==> config.mk <==
export PLATFORM = sky130hd
export DESIGN_NAME = rep_eavesdrop
export DESIGN_NICKNAME = d
export VERILOG_FILES = /design/src/hdl/rep_pkg.sv /design/src/hdl/rep_strm_if.sv /design/src/hdl/rep_eavesdrop.sv /design/src/hdl/rep_addr_match.sv /design/src/hdl/rep_skid_buf.sv
export SDC_FILE = /design/constraint.sdc
export NUM_CORES = 1
export LEC_CHECK = 0
export CAP_MARGIN = 40
export CORE_MARGIN = 2
export CORE_UTILIZATION = 53
export DETAILED_ROUTE_END_ITERATION = 6
export DONT_BUFFER_PORTS = 1
export PLACE_DENSITY = 0.68
export SLEW_MARGIN = 20
export SYNTH_ARGS = -nofsm -noshare
export SYNTH_HDL_FRONTEND = slang
export SYNTH_SLANG_ARGS = --single-unit
==> constraint.sdc <==
create_clock -name clk -period 5.2 [get_ports clk]
set_input_delay 0.78 -clock clk [delete_from_list [all_inputs] [get_ports clk]]
set_output_delay 0.78 -clock clk [all_outputs]
set_load 0.01 [all_outputs]
==> src/hdl/rep_pkg.sv <==
// package: constants, register map and state type of the eavesdrop guard
// assumes: 32-bit apb, byte-wide packet stream, lsb of each byte sent first
package rep_pkg;
  localparam int          ADDR_W      = 48;
  localparam int          BYTE_W      = 8;
  localparam int          NPORT_DEF   = 5;
  localparam int          PORT_W      = 3;
  localparam logic [2:0]  FIELD_FIRST = 3'h0;
  localparam logic [2:0]  FIELD_LAST  = 3'h5;
  localparam logic [7:0]  DISRUPT_PAT = 8'h55;
  localparam logic [47:0] BCAST_ADDR  = 48'hFFFFFFFFFFFF;
  localparam int          MCAST_BIT   = 0;
  localparam int          CTRL_EN_BIT = 0;
  localparam int          STAT_EXP    = 8;
  localparam int          STAT_LOCAL  = 16;
  localparam logic [11:0] CTRL_OFS    = 12'h000;
  localparam logic [11:0] PROT_OFS    = 12'h004;
  localparam logic [11:0] MCAST_OFS   = 12'h008;
  localparam logic [11:0] PASS_OFS    = 12'h00C;
  localparam logic [11:0] STAT_OFS    = 12'h010;
  localparam logic [11:0] PORT_BASE   = 12'h040;
  localparam int          PORT_SHIFT  = 4;
  localparam logic [1:0]  PREF_LO     = 2'h0;
  localparam logic [1:0]  PREF_HI     = 2'h1;
  localparam logic [1:0]  LAST_LO     = 2'h2;
  localparam logic [1:0]  LAST_HI     = 2'h3;
  localparam logic [31:0] REG_RST     = 32'h0;
  localparam logic [47:0] ADDR_RST    = 48'h0;
  typedef enum logic [1:0] {
    PH_IDLE = 2'b00,
    PH_DA   = 2'b01,
    PH_SA   = 2'b11,
    PH_DATA = 2'b10
  } rep_phase_e;
endpackage

==> src/hdl/rep_strm_if.sv <==
// interface: valid/ready word stream between guard and its output buffer
// assumes: one clock, word taken when vld and rdy are both high
`timescale 1ns/1ps
interface rep_strm_if #(parameter int W = 8) ();
  logic         vld;
  logic         rdy;
  logic [W-1:0] dat;
  modport src (output vld, output dat, input rdy);
  modport snk (input vld, input dat, output rdy);
endinterface

==> src/hdl/rep_eavesdrop.sv <==
// module: eavesdrop guard for a multiport repeater, apb registers
// assumes: repeater core feeds one byte stream, dest address first,
// and the expansion match line arrives from other devices asynchronously
// What this block does
// - repeat clean only to ports secure for destination
// - unsecure protected ports get alternating one-zero pattern
// - port valid if dest equals last or preferred
// - per-port mask turns protection off
// - per-port mask spares multicast packets
// - broadcast goes clean to every port
// - optionally pass unmatched when nobody matches
// - repeater match uses own ports plus expansion
`timescale 1ns/1ps
module rep_eavesdrop #(
  parameter int NPORT = rep_pkg::NPORT_DEF,
  parameter int DEPTH = 2
) (
  input  wire logic                        clk,
  input  wire logic                        rst_b,
  input  wire logic [11:0]                 paddr,
  input  wire logic                        psel,
  input  wire logic                        penable,
  input  wire logic                        pwrite,
  input  wire logic [31:0]                 pwdata,
  output logic      [31:0]                 prdata,
  output logic                             pready,
  output logic                             pslverr,
  input  wire logic                        inVld,
  output logic                             inRdy,
  input  wire logic [7:0]                  inData,
  input  wire logic                        inSop,
  input  wire logic                        inEop,
  input  wire logic                        inGood,
  input  wire logic [rep_pkg::PORT_W-1:0]  inPort,
  output logic                             outVld,
  input  wire logic                        outRdy,
  output logic      [NPORT*8-1:0]          outData,
  output logic                             outSop,
  output logic                             outEop,
  input  wire logic                        expMatchIn,
  output logic                             expMatchOut
);
  localparam int AW = rep_pkg::ADDR_W;
  localparam int BW = NPORT * rep_pkg::BYTE_W + 2;
  localparam logic [NPORT-1:0] NONE = '0;
  localparam int PORT_IDX_W = (NPORT > 1) ? $clog2(NPORT) : 1;

  ////////////////////////////////////////////////////////////////////////
  // registers and packet state

  logic [31:0]    ctrl_r;
  logic [NPORT-1:0] protMask_r;
  logic [NPORT-1:0] mcastMask_r;
  logic [NPORT-1:0] passEn_r;
  logic [AW-1:0]  pref_r [NPORT];
  logic [AW-1:0]  last_r [NPORT];
  logic [31:0]    prdata_r;
  logic [AW-1:0]  da_r;
  logic [AW-1:0]  sa_r;
  logic [2:0]     cnt_r;
  logic [2:0]     cnt_nxt;
  logic           daDone_r;
  logic           expMatch_r;
  logic [NPORT-1:0] disruptVec_r;
  logic [NPORT-1:0] disruptVec_nxt;
  logic           expMeta_r;
  logic           expSync_r;
  rep_pkg::rep_phase_e phase_r;
  rep_pkg::rep_phase_e phase_nxt;
  logic [NPORT*AW-1:0] prefFlat;
  logic [NPORT*AW-1:0] lastFlat;
  logic [NPORT-1:0] localMatch;
  logic [NPORT*8-1:0] laneDat;

  rep_strm_if #(.W(BW)) pushIf ();

  ////////////////////////////////////////////////////////////////////////
  // apb decode

  wire logic        setupPh  = psel & ~penable;
  wire logic        accessPh = psel & penable;
  wire logic [11:0] portOff  = paddr - rep_pkg::PORT_BASE;
  wire logic [7:0]  portIdx  = portOff[11:rep_pkg::PORT_SHIFT];
  wire logic [1:0]  portWord = paddr[3:2];
  wire logic        aligned  = (paddr[1:0] == 2'h0);
  wire logic        inPorts  = (paddr >= rep_pkg::PORT_BASE)
                               && (portIdx < 8'(NPORT));
  wire logic        hitCtrl  = aligned && (paddr == rep_pkg::CTRL_OFS);
  wire logic        hitProt  = aligned && (paddr == rep_pkg::PROT_OFS);
  wire logic        hitMcast = aligned && (paddr == rep_pkg::MCAST_OFS);
  wire logic        hitPass  = aligned && (paddr == rep_pkg::PASS_OFS);
  wire logic        hitStat  = aligned && (paddr == rep_pkg::STAT_OFS);
  wire logic        hitPort  = aligned && inPorts;
  wire logic        hitAny   = hitCtrl | hitProt | hitMcast | hitPass
                               | hitStat | hitPort;
  wire logic        wrEn     = accessPh & pwrite;
  wire logic [PORT_IDX_W-1:0] selPort = PORT_IDX_W'(portIdx);

  wire logic [AW-1:0] selPref = hitPort ? pref_r[selPort] : rep_pkg::ADDR_RST;
  wire logic [AW-1:0] selLast = hitPort ? last_r[selPort] : rep_pkg::ADDR_RST;
  wire logic [31:0]   zeroPad = 32'h0;

  wire logic [31:0] statWord = zeroPad
    | 32'(disruptVec_r)
    | (32'(expMatch_r) << rep_pkg::STAT_EXP)
    | (32'(localMatch) << rep_pkg::STAT_LOCAL);

  wire logic [31:0] portWordVal =
      (portWord == rep_pkg::PREF_LO) ? selPref[31:0]
    : (portWord == rep_pkg::PREF_HI) ? {16'h0, selPref[AW-1:32]}
    : (portWord == rep_pkg::LAST_LO) ? selLast[31:0]
    : {16'h0, selLast[AW-1:32]};

  wire logic [31:0] rdWord =
      hitCtrl  ? ctrl_r
    : hitProt  ? 32'(protMask_r)
    : hitMcast ? 32'(mcastMask_r)
    : hitPass  ? 32'(passEn_r)
    : hitStat  ? statWord
    : hitPort  ? portWordVal
    : zeroPad;

  // zero-wait slave: read data is caught in setup, answered in access
  assign pready  = 1'b1;
  assign pslverr = accessPh & ~hitAny;
  assign prdata  = prdata_r;

  always_ff @(posedge clk or negedge rst_b) begin
    if (!rst_b) begin
      prdata_r <= rep_pkg::REG_RST;
    end else if (setupPh) begin
      prdata_r <= pwrite ? rep_pkg::REG_RST : rdWord;
    end
  end

  always_ff @(posedge clk or negedge rst_b) begin
    if (!rst_b) begin
      ctrl_r      <= rep_pkg::REG_RST;
      protMask_r  <= NONE;
      mcastMask_r <= NONE;
      passEn_r    <= NONE;
    end else if (wrEn) begin
      if (hitCtrl) ctrl_r <= pwdata;
      if (hitProt) protMask_r <= pwdata[NPORT-1:0];
      if (hitMcast) mcastMask_r <= pwdata[NPORT-1:0];
      if (hitPass) passEn_r <= pwdata[NPORT-1:0];
    end
  end

  ////////////////////////////////////////////////////////////////////////
  // packet walk: dest bytes, source bytes, then payload

  wire logic acc = inVld & inRdy;
  rep_pkg::rep_phase_e curPhase;
  assign curPhase = inSop ? rep_pkg::PH_DA : phase_r;
  wire logic [2:0] curCnt  = inSop ? rep_pkg::FIELD_FIRST : cnt_r;
  wire logic       fldEnd  = (curCnt == rep_pkg::FIELD_LAST);
  wire logic       daByte  = acc && (curPhase == rep_pkg::PH_DA);
  wire logic       saByte  = acc && (curPhase == rep_pkg::PH_SA);
  wire logic       decide  = saByte && fldEnd;
  wire logic       inData_ = acc && (curPhase == rep_pkg::PH_DATA);
  wire logic [5:0] bytePos = {curCnt, 3'b000};
  wire logic       lastWe  = inData_ && inEop && inGood
                             && (inPort < rep_pkg::PORT_W'(NPORT));

  always_comb begin
    phase_nxt = phase_r;
    cnt_nxt   = cnt_r;
    if (acc) begin
      phase_nxt = curPhase;
      cnt_nxt   = curCnt + 3'h1;
      if (fldEnd) begin
        cnt_nxt = rep_pkg::FIELD_FIRST;
        unique case (curPhase)
          rep_pkg::PH_DA:   phase_nxt = rep_pkg::PH_SA;
          rep_pkg::PH_SA:   phase_nxt = rep_pkg::PH_DATA;
          rep_pkg::PH_DATA: phase_nxt = rep_pkg::PH_DATA;
          rep_pkg::PH_IDLE: phase_nxt = rep_pkg::PH_IDLE;
        endcase
      end
      if (inEop) phase_nxt = rep_pkg::PH_IDLE;
    end
  end

  always_ff @(posedge clk or negedge rst_b) begin
    if (!rst_b) begin
      phase_r  <= rep_pkg::PH_IDLE;
      cnt_r    <= rep_pkg::FIELD_FIRST;
      daDone_r <= 1'b0;
    end else begin
      phase_r  <= phase_nxt;
      cnt_r    <= cnt_nxt;
      daDone_r <= daByte && fldEnd;
    end
  end

  always_ff @(posedge clk or negedge rst_b) begin
    if (!rst_b) begin
      da_r <= rep_pkg::ADDR_RST;
      sa_r <= rep_pkg::ADDR_RST;
    end else begin
      if (daByte) da_r[bytePos +: 8] <= inData;
      if (saByte) sa_r[bytePos +: 8] <= inData;
    end
  end

  ////////////////////////////////////////////////////////////////////////
  // per-port address store

  for (genvar p = 0; p < NPORT; p++) begin : g_store
    wire logic hereW = wrEn && hitPort && (selPort == PORT_IDX_W'(p));
    wire logic hereL = lastWe && (inPort == rep_pkg::PORT_W'(p));
    always_ff @(posedge clk or negedge rst_b) begin
      if (!rst_b) begin
        pref_r[p] <= rep_pkg::ADDR_RST;
        last_r[p] <= rep_pkg::ADDR_RST;
      end else begin
        if (hereW && portWord == rep_pkg::PREF_LO) pref_r[p][31:0] <= pwdata;
        if (hereW && portWord == rep_pkg::PREF_HI) begin
          pref_r[p][AW-1:32] <= pwdata[15:0];
        end
        // only a good frame teaches where a station lives
        if (hereL) last_r[p] <= sa_r;
      end
    end
    assign prefFlat[p*AW +: AW] = pref_r[p];
    assign lastFlat[p*AW +: AW] = last_r[p];
  end

  rep_addr_match #(.NPORT(NPORT)) u_match (
    .dstAddr   (da_r),
    .prefFlat  (prefFlat),
    .lastFlat  (lastFlat),
    .portMatch (localMatch)
  );

  ////////////////////////////////////////////////////////////////////////
  // decision

  // the first stage only feeds the second: expansion line is asynchronous
  always_ff @(posedge clk or negedge rst_b) begin
    if (!rst_b) begin
      expMeta_r <= 1'b0;
      expSync_r <= 1'b0;
    end else begin
      expMeta_r <= expMatchIn;
      expSync_r <= expMeta_r;
    end
  end

  wire logic protEn  = ctrl_r[rep_pkg::CTRL_EN_BIT];
  wire logic isBcast = (da_r == rep_pkg::BCAST_ADDR);
  wire logic isMcast = da_r[rep_pkg::MCAST_BIT];
  wire logic anyHit  = (|localMatch) | expSync_r;

  // the whole source field is the settling time for the other devices
  always_ff @(posedge clk or negedge rst_b) begin
    if (!rst_b) begin
      expMatch_r <= 1'b0;
    end else if (acc && (inEop || inSop)) begin
      expMatch_r <= 1'b0;
    end else if (daDone_r) begin
      expMatch_r <= (|localMatch) & ~isBcast;
    end
  end
  assign expMatchOut = expMatch_r;

  for (genvar p = 0; p < NPORT; p++) begin : g_decide
    wire logic mcSpare = isMcast & mcastMask_r[p];
    wire logic passOk  = passEn_r[p] & ~anyHit;
    assign disruptVec_nxt[p] = protEn & ~isBcast
      & ~localMatch[p]
      & ~protMask_r[p]
      & ~mcSpare & ~passOk;
  end

  always_ff @(posedge clk or negedge rst_b) begin
    if (!rst_b) begin
      disruptVec_r <= NONE;
    end else if (acc && inSop) begin
      disruptVec_r <= NONE;
    end else if (decide) begin
      disruptVec_r <= disruptVec_nxt;
    end
  end

  ////////////////////////////////////////////////////////////////////////
  // output lanes: address fields always clean, payload may be replaced

  for (genvar p = 0; p < NPORT; p++) begin : g_lane
    wire logic jam = inData_ && disruptVec_r[p];
    assign laneDat[p*8 +: 8] = jam ? rep_pkg::DISRUPT_PAT : inData;
  end

  assign pushIf.vld = inVld;
  assign pushIf.dat = {inSop, inEop, laneDat};
  assign inRdy      = pushIf.rdy;

  logic [BW-1:0] bufDat;

  rep_skid_buf #(.W(BW), .DEPTH(DEPTH)) u_buf (
    .clk    (clk),
    .rst_b  (rst_b),
    .push   (pushIf),
    .outVld (outVld),
    .outRdy (outRdy),
    .outDat (bufDat)
  );

  assign outSop  = bufDat[BW-1];
  assign outEop  = bufDat[BW-2];
  assign outData = bufDat[NPORT*8-1:0];
endmodule

==> src/hdl/rep_addr_match.sv <==
// module: per-port compare of a destination against two stored addresses
// assumes: addresses packed flat, port p in bits [p*48 +: 48]
`timescale 1ns/1ps
module rep_addr_match #(
  parameter int NPORT = rep_pkg::NPORT_DEF
) (
  input  wire logic [rep_pkg::ADDR_W-1:0]       dstAddr,
  input  wire logic [NPORT*rep_pkg::ADDR_W-1:0] prefFlat,
  input  wire logic [NPORT*rep_pkg::ADDR_W-1:0] lastFlat,
  output logic      [NPORT-1:0]                 portMatch
);
  localparam int AW = rep_pkg::ADDR_W;

  // pure compare, no state: the caller decides when the result counts
  for (genvar p = 0; p < NPORT; p++) begin : g_port
    wire logic prefHit = (prefFlat[p*AW +: AW] == dstAddr);
    wire logic lastHit = (lastFlat[p*AW +: AW] == dstAddr);
    assign portMatch[p] = prefHit | lastHit;
  end
endmodule

==> src/hdl/rep_skid_buf.sv <==
// module: small fifo holding per-port output words
// assumes: drain side may stall at will; push side honours rdy
`timescale 1ns/1ps
module rep_skid_buf #(
  parameter int W     = 8,
  parameter int DEPTH = 2
) (
  input  wire logic         clk,
  input  wire logic         rst_b,
  rep_strm_if.snk           push,
  output logic              outVld,
  input  wire logic         outRdy,
  output logic [W-1:0]      outDat
);
  localparam int PW = (DEPTH > 1) ? $clog2(DEPTH) : 1;
  localparam logic [PW:0] FULL_CNT = (PW+1)'(DEPTH);

  logic [W-1:0] mem_r [DEPTH];
  logic [PW-1:0] wrPtr_r;
  logic [PW-1:0] rdPtr_r;
  logic [PW:0]   count_r;

  wire logic doPush = push.vld & push.rdy;
  wire logic doPop  = outVld & outRdy;

  // ready is honest: a stalled drain backs up into the guard's input
  assign push.rdy = (count_r != FULL_CNT);
  assign outVld   = (count_r != '0);
  assign outDat   = mem_r[rdPtr_r];

  function automatic logic [PW-1:0] bump(input logic [PW-1:0] ptr);
    bump = (ptr == PW'(DEPTH - 1)) ? '0 : ptr + 1'b1;
  endfunction

  always_ff @(posedge clk or negedge rst_b) begin
    if (!rst_b) begin
      wrPtr_r <= '0;
      rdPtr_r <= '0;
      count_r <= '0;
    end else begin
      if (doPush) wrPtr_r <= bump(wrPtr_r);
      if (doPop) rdPtr_r <= bump(rdPtr_r);
      count_r <= count_r + (PW+1)'(doPush) - (PW+1)'(doPop);
    end
  end

  always_ff @(posedge clk) begin
    if (doPush) mem_r[wrPtr_r] <= push.dat;
  end
endmodule

Word-level counts from Yosys, hierarchy flattened --
Memories as Yosys holds them, arrays and structs flattened. Index checks and enable logic that the tools add are counted.
Operators by class: add/subtract/negate cells 7, shifts and indexed selects 2, reductions and logical operators 59, mux-type cells 37, bitwise gates (word level) 76, order comparisons 4, equal/unequal tests 30
Operators with widths (count):
- 48-bit equality test | 10
- 32-bit 2-to-1 mux | 10
- 48-bit binary-select mux with 3-bit select | 2
- 48-bit 2-to-1 mux | 4
- 48-bit bitwise mux | 2
- 48-bit equality test (second input constant) | 1
- 8-bit by 8-bit variable shift with 48-bit output (first input constant) | 1
- 8-bit by 8-bit indexed part select with 48-bit output | 1
- 1-bit logical AND | 43
- 8-bit 2-to-1 mux | 5
- 1-bit AND | 38
- 12-bit by 4-bit equality test with 1-bit output (second input constant) | 2
- 1-bit NOT | 24
- 9-bit by 21-bit bitwise OR with 21-bit output | 1
- 12-bit by 3-bit equality test with 1-bit output (second input constant) | 1
- 12-bit by 5-bit equality test with 1-bit output (second input constant) | 1
- 3-bit by 2-bit equality test with 1-bit output (second input constant) | 4
- 12-bit by 7-bit greater-or-equal comparator with 1-bit output (second input constant) | 1
- 12-bit logical NOT | 1
- 12-bit by 7-bit subtractor with 12-bit output (second input constant) | 1
- 1-bit bitwise OR | 11
- 5-bit 2-to-1 mux | 2
- 3-bit equality test (second input constant) | 3
- 5-bit by 9-bit bitwise OR with 9-bit output | 1
- 24 further kinds | 45
Word-level totals: memory bits (writable) 84, bits of input ports 66, memories kept 1, word-level logic and storage cells 248, output and inout port bits 79, flip-flop bits (word level) 673
Memory list:
- u_buf.mem_r | depth 2, bits a word 42, rd ports 1, clocked after Yosys merged registers in 0, wr ports 1, line rep_skid_buf.sv:18 | logic [W-1:0] mem_r [DEPTH];

Logic depth before layout (Yosys ltp) --
Gate-level depths: netlist (run 1).
depth after elaboration 15, mapped depth 13, depth with buffers taken out 9

By module --
A second synthesis (run 1) with hierarchy kept.
Second synthesis, totals: cells, all modules 2999, area total of the unflattened synthesis 39212.6 sq um
By module, submodules not included:
- rep_eavesdrop | times used 1, area an instance 30113.9 sq um, cells each 2158, seq. area each 16741.1 sq um
- rep_addr_match | times used 1, area an instance 5834.3 sq um, cells each 688, seq. area each 0.0 sq um
- rep_skid_buf | times used 1, area an instance 3264.4 sq um, cells each 153, seq. area each 2622.5 sq um

Least setup slack after synthesis (run 1) --
OpenSTA, ideal clock, no wires.
path type input -> register, from input port inVld, to memory u_buf.mem_r[0][0] in the netlist's numbering, enable pin, library setup time 0.441 ns, path buffers 1, required time 4.759 ns, setup slack 1.938 ns, arrival 2.820 ns, stages 3, cells stage by stage nand2_1 -> buf_2 -> nor2_1
Between the ends: word-level cells in the longest chain between the ends 3
RTL lines:
- start: declaration | line rep_eavesdrop.sv:28 | input wire logic inVld,
- 1-bit AND | line rep_skid_buf.sv:23 | wire logic doPush = push.vld & push.rdy;
- 1-bit 2-to-1 mux | line rep_skid_buf.sv:48 | if (doPush) mem_r[wrPtr_r] <= push.dat;
- 1-bit 2-to-1 mux (implied by the code) | line rep_skid_buf.sv:48
- end: declaration | line rep_skid_buf.sv:18
No other way between the ends.

Final worst setup path (run 1) --
from register da_r[46], to register prdata_r[20] (netlist: prdata[20])
Between the ends: word-level cells in the longest chain between the ends 9, elaborated cells between the ends (all ways) 10, classes of those cells 2 x eq/ne; 6 x mux; 2 x bitwise
RTL lines:
- start: declaration | line rep_eavesdrop.sv:58 | logic [AW-1:0] da_r;
- start signal: assignment | line rep_eavesdrop.sv:199 | da_r <= rep_pkg::ADDR_RST;
- start signal: indexed assignment | line rep_eavesdrop.sv:202 | if (daByte) da_r[bytePos +: 8] <= inData;
- 48-bit equality test, on equally long branches | line rep_addr_match.sv:16, rep_addr_match.sv:17
- 1-bit bitwise OR (*) | line rep_addr_match.sv:18 | assign portMatch[p] = prefHit | lastHit;
- 9-bit by 21-bit bitwise OR with 21-bit output (*) | line rep_eavesdrop.sv:106 | | (32'(localMatch) << rep_pkg::STAT_LOCAL);
- 32-bit 2-to-1 mux (*) | line rep_eavesdrop.sv:119 | : hitStat ? statWord
- 32-bit 2-to-1 mux (*) | line rep_eavesdrop.sv:118 | : hitPass ? 32'(passEn_r)
- 32-bit 2-to-1 mux (*) | line rep_eavesdrop.sv:117 | : hitMcast ? 32'(mcastMask_r)
- 32-bit 2-to-1 mux (*) | line rep_eavesdrop.sv:116 | : hitProt ? 32'(protMask_r)
- 32-bit 2-to-1 mux (*) | line rep_eavesdrop.sv:115 | hitCtrl ? ctrl_r
- 32-bit 2-to-1 mux (*) | line rep_eavesdrop.sv:132 | prdata_r <= pwrite ? rep_pkg::REG_RST : rdWord;
- end signal: assignment | line rep_eavesdrop.sv:130 | prdata_r <= rep_pkg::REG_RST;
- end signal: assignment | line rep_eavesdrop.sv:132
- end: declaration | line rep_eavesdrop.sv:57 | logic [31:0] prdata_r;
Every way passes the cells marked *; elsewhere a longest branch is shown, timed or not. A chain may end at the register's enable or synchronous reset.

==> metrics, run 1 <==
largest net degree at the start of global routing=674; placed wire-length estimate=96900 µm; Synth Register Bits=757; Setup Buffers After CTS=0; Post-Syn Area=38900 µm²; layout cells sized above 1=30.1%; GRT overflow=0; Fin. Hold Viols=0; LEAKAGE=19.9 nW; initial antenna violation count=2; via count=27200; CP max FO=12; Detailed Route Iter0 Violations=3962; DRC errors left=0; Nets=3081; Die X-Extent=275 µm; Clk Latency, worst-skew pair=0.65 ns; clock-pin slew on the worst setup and hold paths=0.06 ns; CTS tree=built; CTS H-tree depth=3; first-pass GRT wire length=198000 µm; Mapped Cells=3070; final antenna diode count=0; RSZ-0062 raised after global routing=false; asr flop ratio synth=88.9%; mean post-synth cell area=12.7 µm²; Area Growth Syn to Fin=9.24%; cts bufs inserted=80; clock tree buffer depth=3; gr usage total=36.7%; Critical Path AT=4.14 ns; Chip Height=275 µm; Final Skew=0.0315 ns; Rows=99; DR pass1 iterations=6; DRT Wirelength=138000 µm; Worst-Margin Slew=1.33 ns; Post-Layout Cell Count=4020; DR vias/cell=6.76; die footprint=75700 µm²; max-slew violation count=0; Synth Warn #=0; vias in the first global route=26500; min cycle time layout=3.55 ns; final non-filler cell area=42500 µm²; CTS root buffer=clkbuf_16; GP Congestion=1.04; PortBufs=0; filler instances=5792; post-synth cell types=65; sequential area share after synthesis=49.7%; highest clock rate=281 MHz; # IOs=145; Synth Flop Type=dfrtp_1; Critical Path RT=5.79 ns; core area=72800 µm²; Clock Sinks=757; Final setup viols=0; CP startpoint kind=flip-flop; Placed Cells=3872; Post-synth EDFFs=84; Worst Hold Class=in2async; maximum vdd drop=0.363 mV; post-DR wirelength/cell=34.4 µm; max-cap violations=0; Slew headroom=11.3%; CP Capture Type=flip-flop; fin crit share=68.3%; worst reg-to-reg path cell count=7; post-synthesis net count=3148; status=complete, no violations; Total Neg Setup Slack=0 ns; Antenna Nets Post-Route=0; post-CTS sizing=0; kind of critical path=reg2reg; DP Area=39700 µm²; Starting Density=53.5%; P per Cell Area=364 nW/µm²
[flip-flops by register name (all words and copies together), names as in the netlist, 2 cells and up]
signal	flops
sa_r	48
cnt_r	3
phase_r	2
protMask_r	5
disruptVec_r	5
prdata	32
u_buf.mem_r	84
mcastMask_r	5
passEn_r	5
prefFlat	240
lastFlat	240
ctrl_r	32
da_r	48
u_buf.count_r	2
[path summary, 6_finish.rpt]
path                              end        from  slack (ns)
max in group asynchronous  prdata[18]       rst_b        3.22
max                        prdata[20]    da_r[46]        1.65
min                          sa_r[43]       rst_b        0.08
min in group clk            expMeta_r  expMatchIn        0.16
min reg2reg                 expSync_r   expMeta_r        0.39
max reg2reg                prdata[20]    da_r[46]        1.65
[per-stage QoR]
step	setup WS [ns]	power, mW	utilization, %	hold slack [ns]
after floorplan	1.94	8.46	-	0.331
after global placement	1.53	9.43	54.3	0.345
after detailed placement	1.54	9.48	54.6	0.384
after CTS	1.79	15.3	58.2	-0.113
after global routing	1.65	15.9	58.4	0.117
final	1.65	15.5	58.4	0.0794
[cell usage after synthesis (all sizes together) (2+ instances only)]
| library cell | count | area, µm² |
|---|---|---|
| nand4b | 2 | 17.5 |
| nor3b | 5 | 58.8 |
| xnor2 | 243 | 2130 |
| o22ai | 21 | 131 |
| nor3 | 23 | 130 |
| nand4 | 91 | 569 |
| a21o | 14 | 105 |
| o21ai | 128 | 641 |
| and3b | 4 | 35.0 |
| buf | 131 | 724 |
| nand2 | 206 | 796 |
| a21oi | 48 | 244 |
| a221oi | 22 | 193 |
| a222oi | 2 | 20.0 |
| nor4b | 2 | 23.8 |
| and2 | 22 | 138 |
| dfrtp | 673 | 16800 |
| o221ai | 6 | 52.6 |
| nor2b | 8 | 50.1 |
| nor2 | 38 | 148 |
| a22oi | 29 | 218 |
| mux2i | 28 | 280 |
| a211o | 4 | 35.0 |
| ha | 12 | 150 |
| edfxtp | 84 | 2520 |
| mux2 | 619 | 7010 |
| mux4 | 90 | 2030 |
| inv | 12 | 45.0 |
| xor2 | 241 | 2110 |
| or2 | 3 | 18.8 |
| o21a | 4 | 30.0 |
| nand3 | 22 | 123 |
| nand3b | 2 | 15.0 |
| a31oi | 8 | 50.1 |
| and3 | 10 | 62.6 |
| nand2b | 26 | 163 |
| a22o | 7 | 61.3 |
| o31ai | 12 | 90.1 |
| or3 | 6 | 37.5 |
| clkbuf | 75 | 282 |
| nor4 | 79 | 509 |
[routing by layer]
layer	track usage, %	vias up	routed length, µm
li1	-	11000	-
met1	51.6	14100	55300
met2	52.9	1727	59800
met3	10.5	324	16500
met4	16.5	2	6880
met5	0	-	13
[layout by cell type (no fill, tap or decap), types with 7 or more instances in the layout]
master	n
a21o_1	14
a21oi_1	47
a221oi_1	22
a22o_1	7
a22oi_1	29
a31oi_1	8
and2_1	22
and3_1	8
buf_4	40
clkbuf_1	14
clkbuf_16	83
clkbuf_8	15
clkinv_2	12
dfrtp_1	673
edfxtp_1	84
ha_1	12
inv_1	11
mux2_2	604
mux2_4	10
mux2i_1	28
mux4_2	90
nand2_1	202
nand2b_1	25
nand3_1	18
nand4_1	91
nor2_1	30
nor2b_1	8
nor3_1	18
nor4_1	78
o21ai_0	127
o22ai_1	21
o31ai_1	10
xnor2_1	243
xor2_1	241
[worst max-delay path: stages (launching register included)]
cell and delay [ns]:
dfrtp_1 0.91, xor2_1 0.17, nor4_1 0.85, nand4_1 0.20, nor3_1 0.65, nor2b_1 0.18
o21ai_0 0.36, a22o_1 0.18
[final cells by class]
class | count | area, µm² | area share [%]
multi-input combinational | 2094 | 18600 | 43.8
clock inverter | 26 | 298 | 0.700
sequential | 757 | 19400 | 45.5
tap | 959 | 1200 | 2.82
timing repair buffer | 57 | 651 | 1.53
inverter | 13 | 48.8 | 0.115
clock buffer | 114 | 2350 | 5.53
[where the power goes]
part / switching, mW / internal [mW]
Sequential: 0.551 / 6.26
Clock: 2.43 / 3.44
Combinational: 1.77 / 1.04
[logic make-up after synthesis]
kind of cell	after synthesis	synth area share (%)
AOI/OAI and AO/OA	308	4.86
xor gates and xnor gates	484	10.9
adders and majority gates	12	0.386
buffers and inverters	219	2.71
DFF	757	49.7
muxes	737	23.9
other	1	0.00963
and+or+nand+nor	552	7.51
Note: power is estimated with default switching activity, not from simulation.
==> run 2: changes to the inputs <==
- PLACE_DENSITY: 0.68 -> 0.71
- clock period: 5.2 -> 3.1 ns (I/O delays scaled with it)
==> metrics, run 2 (same netlist as run 1, synthesis figures left out) <==
status=complete, no violations; Psw=8.53 mW; max-cap violations=0; max-slew violation count=0; vias in the first global route=27900; post-DR wirelength/cell=35.0 µm; Worst Hold Class=in2reg; PortBufs=0; Critical Path AT=3.52 ns; Die X-Extent=275 µm; gr usage total=39.1%; initial antenna violation count=7; Antenna Nets Post-Route=0; sequential group share of total power=40.0%; RSZ-0062 raised after global routing=false; clock power share=37.7%; DR pass1 iterations=6; Starting Density=53.5%; clock tree buffer depth=3; largest net degree at the start of global routing=674; cts bufs inserted=83; Rows=99; highest clock rate=338 MHz; Critical Path RT=3.66 ns; Slew headroom=34.8%; DRC errors left=0; fin crit share=95.6%; Detailed Route Iter0 Violations=4147; DR vias/cell=6.77; GRT overflow=0; core area=72800 µm²; Clock Sinks=757; most common cell after layout, fill and taps aside=dfrtp_1; layout cells sized above 1=32.8%; placed wire-length estimate=103000 µm; Fin. Hold Viols=0; Internal Power=18.7 mW; Switching Share=31.3%; min cycle time layout=2.96 ns; clock-pin slew on the worst setup and hold paths=0.06 ns; GP Congestion=1.14; Setup Buffers After CTS=0; Area Growth Syn to Fin=13.9%; Comb power frac=22.3%; Worst-Margin Slew=0.978 ns; Overall Power=27.2 mW; via count=28500; filler instances=5710; DRT Wirelength=148000 µm; CTS H-tree depth=3; maximum vdd drop=0.805 mV; # IOs=145; CP startpoint kind=flip-flop; fin util=60.9%; CTS root buffer=clkbuf_16; Final setup viols=0; first-pass GRT wire length=209000 µm; multi-input combinational cell area=18600 µm²; register area=19400 µm²; LEAKAGE=20.9 nW; CTS tree=built; P per Cell Area=613 nW/µm²; die footprint=75700 µm²; kind of critical path=reg2reg; Final Skew=0.0298 ns; Chip Height=275 µm; CP max FO=9; most frequent cells in the layout=dfrtp_1, mux2_2, xnor2_1; CP Capture Type=flip-flop; Nets=3263; Clk Latency, worst-skew pair=0.66 ns
==> run 2: worst max-delay path: stages, from the launching register on <==
cell     delay, ns
dfrtp_1       0.60
buf_4         0.26
xor2_1        0.16
nor4_1        0.62
nand4_1       0.19
o31ai_1       0.39
buf_4         0.22
buf_4         0.14
nor2_1        0.10
a31oi_1       0.20
==> run 2: power groups by stage <==
stage / sequential (mW) / combinational, mW / clock (mW)
after global routing: 10.9 / 6.22 / 10.7
after floorplan: 10.9 / 3.31 / 0
after global placement: 11.0 / 5.43 / 0
after CTS: 10.9 / 5.61 / 10.3
after detailed placement: 11.1 / 5.44 / 0
final: 10.9 / 6.07 / 10.3
==> run 2: final cells by class <==
cell class | instances | area share [%]
sequential | 757 | 43.7
multi-input combinational | 2094 | 42.0
clock buffer | 111 | 5.33
timing repair buffer | 236 | 5.11
tap | 959 | 2.71
clock inverter | 40 | 1.08
inverter | 13 | 0.110
antenna | 5 | 0.0282
==> run 2: path summary, 6_finish.rpt <==
path	to	from	depth (start not counted)	slack [ns]
max	disruptVec_r[0]	da_r[33]	9	0.14
min	prdata[2]	pwrite	3	0.03
max reg2reg	disruptVec_r[0]	da_r[33]	9	0.14
min reg2reg	expSync_r	expMeta_r	0	0.36
max in group asynchronous	prefFlat[222]	rst_b	5	0.50
min in group asynchronous	lastFlat[59]	rst_b	3	0.51
==> run 2: metal layers <==
metal  up-vias  track usage, %  routed length (µm)
li1      11400               -                   -
met1     14800            53.0               56800
met2      1962            55.9               62700
met3       430            13.5               19600
met4         2            20.0                8540
met5         -               0                  11
==> run 2: repair_timing <==
| item | in CTS | in global routing |
|---|---|---|
| hold buffers | 44 | 3 |
| resized for setup | 0 | 3 |
| endpoints found under the setup margin | 0 | 15 |
| hold endpoints to repair | 1038 | 224 |
==> run 2: through the flow <==
| stage | setup slack (ns) | cells | hold slack, ns | TNS, ns | cell area (µm²) |
|---|---|---|---|---|---|
| 6_report | 0.137 | 4215 | 0.0257 | 0 | 44400 |
| 2_1_floorplan | 0.0521 | 3070 | 0.169 | 0 | 38900 |
| 3_5_place_dp | -0.0469 | 4005 | 0.243 | -0.293 | 40800 |
| 4_1_cts | 0.0297 | 4200 | -0.447 | 0 | 44100 |
| 5_1_grt | 0.0501 | 4210 | 0.0237 | 0 | 44300 |
| 3_3_place_gp | 0.00838 | 4002 | 0.244 | 0 | 40800 |
